===== src/include/pief_pkg.sv =====
// package for the peripheral interrupt enable and flag block
package pief_pkg;

    // ========================================
    // register byte addresses
    localparam logic [11:0] ADDR_ENABLE_TWO = 12'h000;
    localparam logic [11:0] ADDR_REQUEST_ONE = 12'h004;
    localparam logic [11:0] ADDR_CORE_CTRL = 12'h008;
    localparam logic [11:0] ADDR_IRQ_STATUS = 12'h00C;
    localparam logic [11:0] ADDR_IRQ_CLEAR = 12'h010;
    localparam logic [11:0] ADDR_IRQ_ENABLE = 12'h014;

    // ========================================
    // field layout
    localparam int EN_OSC_FAIL = 7;
    localparam int EN_CMP_TWO = 6;
    localparam int EN_CMP_ONE = 5;
    localparam int EN_NVM_DONE = 4;
    localparam int EN_BUS_COLL = 3;
    localparam logic [7:0] ENABLE_TWO_MASK = 8'hF8;
    localparam int RQ_SERIAL_RX = 5;
    localparam int RQ_SERIAL_TX = 4;
    localparam logic [7:0] REQUEST_SW_MASK = 8'hCF;
    localparam int CTL_GLOBAL_EN = 7;
    localparam int CTL_PERIPH_EN = 6;
    localparam logic [7:0] CORE_CTRL_MASK = 8'hC0;

    // ========================================
    // reset values
    localparam logic [7:0] ENABLE_TWO_RESET = 8'h00;
    localparam logic [7:0] REQUEST_RESET = 8'h00;

    // all block state in one record, apart from the enable flags in en_flag_reg
    typedef struct packed {
        logic [7:0] enable_two;
        logic [7:0] request_one;
        logic [7:0] core_ctrl;
        logic [12:0] irq_status;
        logic [12:0] irq_enable;
        logic [31:0] prdata;
        logic pready;
        logic pslverr;
        logic core_irq;
        logic status_irq;
    } pief_state_t;

endpackage


===== src/core/pief_top.sv =====
// peripheral interrupt enable and request flag logic with apb registers
//
// Operation
// - no peripheral interrupt reaches the core unless the global peripheral enable is set.
// - enable bit 7 gates the oscillator failure interrupt, 1 enables.
// - enable bit 6 gates comparator two (larger variant only), bit 5 comparator one.
// - enable bit 4 gates the nonvolatile write completion interrupt.
// - enable bit 3 gates the serial port bus collision interrupt.
// - all implemented enable and request bits clear to zero on every reset.
// - each request flag apart from rx and tx sets on its source event whatever the enables; rx and tx follow their level inputs.
// - request bits 7..0 are timer1 gate, converter, rx, tx, sync port, capture, timer2, timer1 ovf; rx and tx read-only.
// - the five upper enable bits are read and write, bit 6 only on the larger variant.
//
// The implementer's own choices: the placing of the registers and the APB register port.
`timescale 1ns/10ps
module pief_top #(
    parameter bit HAS_CMP_TWO = 1'b1
) (
    input wire logic pclk,
    input wire logic presetn,
    input wire logic psel,
    input wire logic penable,
    input wire logic pwrite,
    input wire logic [11:0] paddr,
    input wire logic [31:0] pwdata,
    input wire logic [3:0] pstrb,
    output logic [31:0] prdata,
    output logic pready,
    output logic pslverr,
    input wire logic [4:0] enable_src_event,
    input wire logic [7:0] request_src_event,
    input wire logic serial_rx_level,
    input wire logic serial_tx_level,
    output logic core_irq,
    output logic status_irq
);

    // ========================================
    // state
    pief_pkg::pief_state_t st_reg;
    pief_pkg::pief_state_t st_next;
    logic [4:0] en_flag_reg;
    logic [4:0] en_flag_next;
    logic wr_go;
    logic rd_go;
    logic wr_low;
    logic [7:0] en_mask;
    logic [7:0] wr_byte;
    logic [12:0] pending;
    logic core_req;
    logic [12:0] raw_events;

    // writable enable bits, comparator two only on the larger variant
    assign en_mask = HAS_CMP_TWO ? pief_pkg::ENABLE_TWO_MASK
                                 : (pief_pkg::ENABLE_TWO_MASK & ~(8'h01 << pief_pkg::EN_CMP_TWO));
    assign wr_go = psel & penable & pwrite & ~st_reg.pready;
    assign rd_go = psel & penable & ~pwrite & ~st_reg.pready;
    assign wr_low = wr_go & pstrb[0];
    assign wr_byte = pwdata[7:0];

    // per-source gating: enable flags with own enable, request_one flags ungated, then both global enables
    assign pending = {en_flag_reg, st_reg.request_one}
                   & {st_reg.enable_two[7:3], 8'hFF};
    assign core_req = (|pending) & st_reg.core_ctrl[pief_pkg::CTL_PERIPH_EN]
                    & st_reg.core_ctrl[pief_pkg::CTL_GLOBAL_EN];
    assign raw_events = {enable_src_event, request_src_event};

    // ========================================
    // next state
    always_comb begin
        st_next = st_reg;
        en_flag_next = en_flag_reg | enable_src_event;
        st_next.pready = 1'b0;
        st_next.pslverr = 1'b0;
        if (wr_low && paddr == pief_pkg::ADDR_ENABLE_TWO) begin
            st_next.enable_two = wr_byte & en_mask;
        end
        if (wr_low && paddr == pief_pkg::ADDR_REQUEST_ONE) begin
            st_next.request_one = (wr_byte & pief_pkg::REQUEST_SW_MASK)
                                | (st_reg.request_one & ~pief_pkg::REQUEST_SW_MASK);
        end
        if (wr_low && paddr == pief_pkg::ADDR_CORE_CTRL) begin
            st_next.core_ctrl = wr_byte & pief_pkg::CORE_CTRL_MASK;
        end
        if (wr_go && pstrb[0] && paddr == pief_pkg::ADDR_IRQ_ENABLE) begin
            st_next.irq_enable = pwdata[12:0];
        end
        if (wr_go && paddr == pief_pkg::ADDR_IRQ_CLEAR) begin
            st_next.irq_status = st_reg.irq_status & ~pwdata[12:0];
        end
        // hardware sets win over software writes in the same cycle
        st_next.request_one = st_next.request_one | request_src_event;
        st_next.request_one[pief_pkg::RQ_SERIAL_RX] = serial_rx_level;
        st_next.request_one[pief_pkg::RQ_SERIAL_TX] = serial_tx_level;
        st_next.irq_status = st_next.irq_status | raw_events;
        if (rd_go || wr_go) begin
            st_next.pready = 1'b1;
            st_next.prdata = 32'h0000_0000;
            case (paddr)
                pief_pkg::ADDR_ENABLE_TWO: st_next.prdata[7:0] = st_reg.enable_two;
                pief_pkg::ADDR_REQUEST_ONE: st_next.prdata[7:0] = st_reg.request_one;
                pief_pkg::ADDR_CORE_CTRL: st_next.prdata[7:0] = st_reg.core_ctrl;
                pief_pkg::ADDR_IRQ_STATUS: st_next.prdata[12:0] = st_reg.irq_status;
                pief_pkg::ADDR_IRQ_CLEAR: st_next.prdata = 32'h0000_0000;
                pief_pkg::ADDR_IRQ_ENABLE: st_next.prdata[12:0] = st_reg.irq_enable;
                default: st_next.pslverr = 1'b1;
            endcase
        end
        st_next.core_irq = core_req;
        st_next.status_irq = |(st_reg.irq_status & st_reg.irq_enable);
    end

    // ========================================
    // registers, all cleared by reset
    always_ff @(posedge pclk or negedge presetn) begin
        if (!presetn) begin
            st_reg <= '0;
            st_reg.enable_two <= pief_pkg::ENABLE_TWO_RESET;
            st_reg.request_one <= pief_pkg::REQUEST_RESET;
            en_flag_reg <= 5'h00;
        end else begin
            st_reg <= st_next;
            en_flag_reg <= en_flag_next;
        end
    end

    // outputs straight from the state record
    assign prdata = st_reg.prdata;
    assign pready = st_reg.pready;
    assign pslverr = st_reg.pslverr;
    assign core_irq = st_reg.core_irq;
    assign status_irq = st_reg.status_irq;

    // ========================================
    // assertions
    a_global_gate: assert property (@(posedge pclk) disable iff (!presetn)
        !$past(st_reg.core_ctrl[pief_pkg::CTL_PERIPH_EN]) |-> !core_irq)
        else $error("interrupt without peripheral enable");
    a_unimpl_zero: assert property (@(posedge pclk) disable iff (!presetn)
        st_reg.enable_two[2:0] == 3'h0)
        else $error("unimplemented enable bits set");
    a_enable_write: assert property (@(posedge pclk) disable iff (!presetn)
        wr_low && paddr == pief_pkg::ADDR_ENABLE_TWO
        |=> st_reg.enable_two[7:3] == ($past(pwdata[7:3]) & en_mask[7:3]))
        else $error("enable write lost");
    a_flag_sets: assert property (@(posedge pclk) disable iff (!presetn)
        request_src_event[0] |=> st_reg.request_one[0])
        else $error("flag not set by event");
    a_rx_readonly: assert property (@(posedge pclk) disable iff (!presetn)
        1'b1 |=> st_reg.request_one[pief_pkg::RQ_SERIAL_RX] == $past(serial_rx_level))
        else $error("rx flag not tracking source");
    a_gate_all: assert property (@(posedge pclk) disable iff (!presetn)
        core_irq |-> $past(|pending))
        else $error("request without pending source");
    a_osc_gate: assert property (@(posedge pclk) disable iff (!presetn)
        pending[12] |-> st_reg.enable_two[pief_pkg::EN_OSC_FAIL])
        else $error("oscillator fail ungated");
    a_cmp_gate: assert property (@(posedge pclk) disable iff (!presetn)
        pending[11] |-> st_reg.enable_two[pief_pkg::EN_CMP_TWO])
        else $error("comparator two ungated");
    a_nvm_gate: assert property (@(posedge pclk) disable iff (!presetn)
        pending[9] |-> st_reg.enable_two[pief_pkg::EN_NVM_DONE])
        else $error("nvm done ungated");
    a_coll_gate: assert property (@(posedge pclk) disable iff (!presetn)
        pending[8] |-> st_reg.enable_two[pief_pkg::EN_BUS_COLL])
        else $error("bus collision ungated");
    a_apb_ready: assert property (@(posedge pclk) disable iff (!presetn)
        psel && penable && !pready |=> pready)
        else $error("apb answer late");

    c_core_irq: cover property (@(posedge pclk) disable iff (!presetn) core_irq);
    c_status_irq: cover property (@(posedge pclk) disable iff (!presetn) status_irq);
    c_bad_addr: cover property (@(posedge pclk) disable iff (!presetn) pslverr);

endmodule // pief_top


===== config.mk =====
export PLATFORM = sky130hd
export DESIGN_NAME = pief_top
export DESIGN_NICKNAME = d
export VERILOG_FILES = /design/src/include/pief_pkg.sv /design/src/core/pief_top.sv
export SDC_FILE = /design/constraint.sdc
export NUM_CORES = 1
export LEC_CHECK = 0
export BUFFER_PORTS_ARGS = -buffer_cell sky130_fd_sc_hd__buf_2
export CORE_MARGIN = 1.5
export CORE_UTILIZATION = 30
export CTS_CLUSTER_DIAMETER = 80
export DETAILED_ROUTE_END_ITERATION = 8
export PLACE_DENSITY = 0.59
export SLEW_MARGIN = 20
export SYNTH_ARGS = -nofsm -noshare
export SYNTH_HDL_FRONTEND = slang
export SYNTH_SLANG_ARGS = --single-unit

===== constraint.sdc =====
create_clock -name pclk -period 3.7 [get_ports pclk]
set_input_delay 0.185 -clock pclk [delete_from_list [all_inputs] [get_ports pclk]]
set_output_delay 0.185 -clock pclk [all_outputs]
set_load 0.005 [all_outputs]

# Word-level counts from Yosys, hierarchy flattened
# Cells that the tools add are included.
[classes]
eq_ne = 5
n_mux = 6
n_bitwise = 18
reduce_logical = 11
[op_table]
columns = ["cell", "n"]
rows = [
  ["one-hot mux 8 bit (5 select lines)", 1],
  ["AND 13 bit", 3],
  ["OR reduction 13 bit", 2],
  ["== test 12 x 4 -> 1 bit (second input constant)", 2],
  ["== test 12 x 5 -> 1 bit (second input constant)", 2],
  ["2-to-1 mux 13 bit", 1],
  ["inverter 13 bit", 1],
  ["OR 13 bit", 1],
  ["== test 12 x 3 -> 1 bit (second input constant)", 1],
  ["zero test 12 bit", 1],
  ["one-hot mux 5 bit (2 select lines)", 1],
  ["AND 1 bit", 8],
  ["2-to-1 mux 8 bit", 1],
  ["OR 8 x 6 -> 8 bit", 1],
  ["OR 8 bit", 1],
  ["logical AND 1 bit", 6],
  ["OR reduction 6 bit", 1],
  ["OR 5 bit", 1],
  ["2-to-1 mux 2 bit", 1],
  ["inverter 1 bit", 2],
  ["logical OR 1 bit", 1],
  ["2-to-1 mux 1 bit", 1],
]
[totals]
register_bits = 63
inputBits = 68
out_inout_bits = 36

# Depth between registers and ports, before layout
[depth]
word_depth = 7
depth_mapped = 7
depth_no_buf = 5

# Worst setup path after synthesis
# Ideal clock, no wire load.
[synth_timing]
path_kind = "input port to flip-flop"
start = "input port paddr[1]"
end = "register st_reg[39] in the netlist's numbering"
setup_time_ns = 0.125
t_arrival_ns = 1.811
setup_slack_ns = 1.764
cell_stages = 6
n_path_buf = 2
path_cell_list = "or4_4 -> nor3_4 -> and3_1 -> buf_2 -> buf_4 -> mux2_2"
[synth_between]
elab_chain_cells = 2
[synth_lines]
columns = ["element", "line", "source"]
rows = [
  ["start: declaration", "pief_top.sv:24", "input wire logic [11:0] paddr,"],
  ["== test 12 x 5 -> 1 bit", "pief_top.sv:85", "if (wr_go && pstrb[0] && paddr == pief_pkg::ADDR_IRQ_ENABLE) begin"],
  ["logical AND 1 bit", "pief_top.sv:85", ""],
  ["end signal: assignment", "pief_top.sv:122", "st_reg <= st_next;"],
  ["end: declaration", "pief_top.sv:40", "pief_pkg::pief_state_t st_reg;"],
]
# No other way between the ends.
# A chain may end at the register's enable or synchronous reset.

# Worst setup path after layout
[layout_timing]
start = "register st_reg (netlist bit pready)"
end = "register st_reg[40] in the netlist's numbering"
[layout_between]
elab_chain_cells = 4
[layout_lines]
columns = ["element", "line", "source"]
rows = [
  ["inverter 1 bit", "pief_top.sv:56", "assign wr_go = psel & penable & pwrite & ~st_reg.pready;"],
  ["AND 1 bit", "pief_top.sv:56", ""],
  ["logical AND 1 bit (2 in a row)", "pief_top.sv:85", ""],
]
# No other way between the ends.

==> metrics.md <==
| Metric | Value |
|---|---|
| Outcome | complete, no violations |
| WHS Path Cells | 2 |
| Worst r2r dst | st_reg[40] |
| Count of cell types in the netlist | just over 40 |
| Crit path DAT | roughly 2.7 ns |
| Final HPWL DP | 5.773 mm |
| RSZ-0062 raised after global routing | false |
| Sequential Power Share | 0.476 |
| Number of flip-flops in the largest register | 41 |
| Period minus WS final | about 2.5 ns |
| Final ANT Viol Nets | 0 |
| Clock buffer count from CTS | 9 |
| Synth area leaders | dfrtp_1 (51%), mux2_2 (8.4%), buf_4 (8.0%), a21o_1 (4.4%), nand3_1 (2.8%) |
| DRC viols | 0 |
| Worst Max-Slew Pin Slew | 1.080 ns |
| Final hold viol count | 0 |
| R2R cell count | 6 |
| Seq/Total Area, Yosys | 0.5109 |
| Pin count of the biggest net entering global routing | 47 |
| Die area | 0.01090 mm2 |
| Placed Area | about 0.0034 mm2 |
| Crit path kind | reg2reg |
| Worst R2R Setup Slack | about 1.2 ns |
| Yosys warning total | 0 |
| DRT Pass-1 Iters | 4 |
| Width of the die | ~100 um |
| Resized cells post-CTS | 0 |
| Worst IR Drop VDD | between 150 and 200 uV |
| Clock Skews | 0.006581 ns |
| First-pass GRT wire length | ~13 mm |
| Starting density of the core | 0.3128 |
| Initial antenna violation count | 0 |
| Synth Instances | 276 |
| Clock slew at reported path FFs | around 0.07 ns |
| Overall power | between 0.001 and 0.0015 W |
| Fin Setup TNS | 0 ns |
| H-Tree Level Count | 3 |
| Psw | about 0.00032 W |
| Avg Inst Size Synth | approximately 11 um2 |
| Non-filler instance count after layout | approximately 470 |
| Setup Viol. Count Final | 0 |
| Routed WL | ~7.7 mm |
| #FFs+latches synth | between 60 and 70 |
| Power share of the combinational group | 0.065 |
| R2R Path Start | pready |
| Normalized max-slew margin | 0.2744 |
| Gp weighted congestion | ~0.8 |
| Leakage Power | 1.642 nW |
| Nets | approximately 400 |
| Initial drt markers | about 120 |
| Final Cycle Share | 0.6626 |
| Synth-to-Final Area Change | 17.07% |
| Syn Std Cell Area | approximately 0.003 mm2 |
| Worst-Skew Late Latency | between 0.3 and 0.4 ns |
| DR WL/cell | 16.55 um |
| HP Start | request_src_event[4] |
| Vias in the first global route | around 2300 |
| Hold endpoint | st_reg[53] |
| CTS tree | done |
| Num ports | 104 |
| Drt via density | between 4 and 5 |
| Req. time, crit path | 3.93 ns |
| PortBufs | between 60 and 70 |
| Core area | 0.009864 mm2 |
| Final Cell Area | ~0.0036 mm2 |
| Sw Ratio | 0.2185 |
| Clock power frac | 0.459 |
| CP Max Fanout | 15 |
| Via count | between 2000 and 2500 |
| Pwr dens | around 410 mW/mm2 |
| Root Driver | clkbuf_8 |
| N_diodes | 0 |
| Inst Count DP | 448 |
| Share of cells above drive strength 1 | 0.3473 |
| Gr usage total | 0.1501 |
| CP endpoint kind | flip-flop |
| Max clock buf depth | 2 |
| P_int | 0.001145 W |
| Max Fclk | ~410 MHz |
| Die Y-Extent | 104.4 um |
| Core Rows | 36 |
| Startpoint Class | flip-flop |
| # clock sinks | 63 |
| Hold_ws | around 0.02 ns |
| Max_cap viols | 0 |
| Area fraction of the dominant cell type after synthesis | 0.5109 |
| Fin. max-slew vios | 0 |
| Hold Path Class | in2reg |
| GRT Residual Overflow | 0 |
| Cell taking the most area after synthesis | dfrtp_1 |
-- cell usage in the layout, fill, tap and decap left out, types with 2 or more instances in the layout --
| cell | count |
|---|---|
| mux2_2 | 23 |
| nand4_1 | 2 |
| nand2_1 | 17 |
| bufinv_16 | 2 |
| nor3_1 | 2 |
| nor2b_1 | 3 |
| or4_4 | 2 |
| clkbuf_1 | 2 |
| nor2_1 | 8 |
| and3_1 | 4 |
| a21o_1 | 18 |
| o21ai_0 | 13 |
| dlygate4sd3_1 | 3 |
| mux2i_1 | 4 |
| a21oi_1 | 5 |
| buf_2 | 61 |
| inv_1 | 2 |
| a211o_1 | 6 |
| conb_1 | 19 |
| buf_4 | 5 |
| dfrtp_1 | 63 |
| clkbuf_8 | 11 |
| o21a_1 | 6 |
| a31oi_1 | 3 |
| a221oi_1 | 3 |
| a32oi_1 | 3 |
| a22oi_1 | 5 |
| or2_2 | 6 |
| nand3_1 | 17 |
| a222oi_1 | 2 |
-- how the worst max path moves through the flow --
stage,startpoint,end,cells after the start
finish,pready,st_reg[40],6
floorplan,paddr[1],st_reg[39],6
global route,pready,st_reg[47],6
global placement,paddr[1],st_reg[41],5
detailed placement,pready,st_reg[40],6
CTS,pready,st_reg[40],6
-- logic make-up after synthesis --
kind of cell,share of synthesized area
other,0.001215
and+or+nand+nor,0.1302
buffers and inverters,0.1010
muxes,0.1042
AOI/OAI and AO/OA,0.1525
DFF,0.5109
-- stage by stage --
stage | utilization | worst slack, ns
floorplan | - | 1.764
detailed placement | 0.3402 | 1.275
CTS | 0.3649 | 1.254
global route | 0.3662 | 1.118
global placement | 0.3402 | 1.295
finish | 0.3662 | 1.248
-- power by group through the flow --
stage | registers [W] | clock network, W | logic [W]
3_5_place_dp | 0.000711 | 0 | 0.0000927
2_1_floorplan | 0.000710 | 0 | 0.0000534
3_3_place_gp | 0.000711 | 0 | 0.0000914
4_1_cts | 0.000698 | 0.000684 | 0.0000948
5_1_grt | 0.000698 | 0.000715 | 0.000107
6_report | 0.000698 | 0.000673 | 0.0000948
-- cells in the mapped netlist --
master / instances
a211o_1: 6
nor2b_1: 3
nor3_1: 2
and3b_1: 1
buf_4: 33
mux2_2: 23
conb_1: 1
mux4_2: 1
buf_2: 3
clkbuf_1: 8
a221oi_1: 3
nor2_1: 8
a22o_1: 1
mux2i_1: 4
nand4_1: 2
inv_1: 2
a222oi_1: 2
nor4_4: 1
nor2_2: 1
a32oi_1: 3
nor4_1: 1
nand2b_1: 1
nand2_1: 17
a22oi_1: 5
a31oi_1: 3
or4_1: 1
or3_1: 1
and3_1: 4
nor3_4: 1
a21o_1: 18
a21oi_1: 5
dfrtp_1: 63
or4b_2: 1
nand3b_1: 1
or4_4: 2
nand3_1: 17
buf_6: 1
a32o_1: 1
o21ai_0: 13
or2_2: 6
o21a_1: 6
-- per-layer routing --
metal | vias up | track usage | routed length, um
met5 | - | 0 | 0
li1 | 1053 | - | -
met2 | 101 | 0.2242 | 3543
met3 | 14 | 0.04511 | 548
met1 | 1155 | 0.2017 | 3511
met4 | 0 | 0.06250 | 125
-- cell type report --
type	count	area (um2)
clock buffer	13	158.9
fill	1012	6252
clock inverter	3	65.06
tap	133	166.4
inverter	2	7.507
timing repair buffer	69	372.9
multi-input combinational	184	1265
sequential	63	1577
-- critical path: stages, from the launching register on --
cell and delay (ns):
dfrtp_1 0.37, nand3b_1 0.15, buf_4 0.20, inv_1 0.29, and3_1 0.25, and3_1 0.66
mux2_2 0.41
-- repair_timing --
| action | CTS | global route |
|---|---|---|
| endpoints found under the hold margin | 2 | 45 |
| hold buffers | 2 | 1 |
| setup buffers | 0 | 0 |
Power figures use the tool's default switching activity.
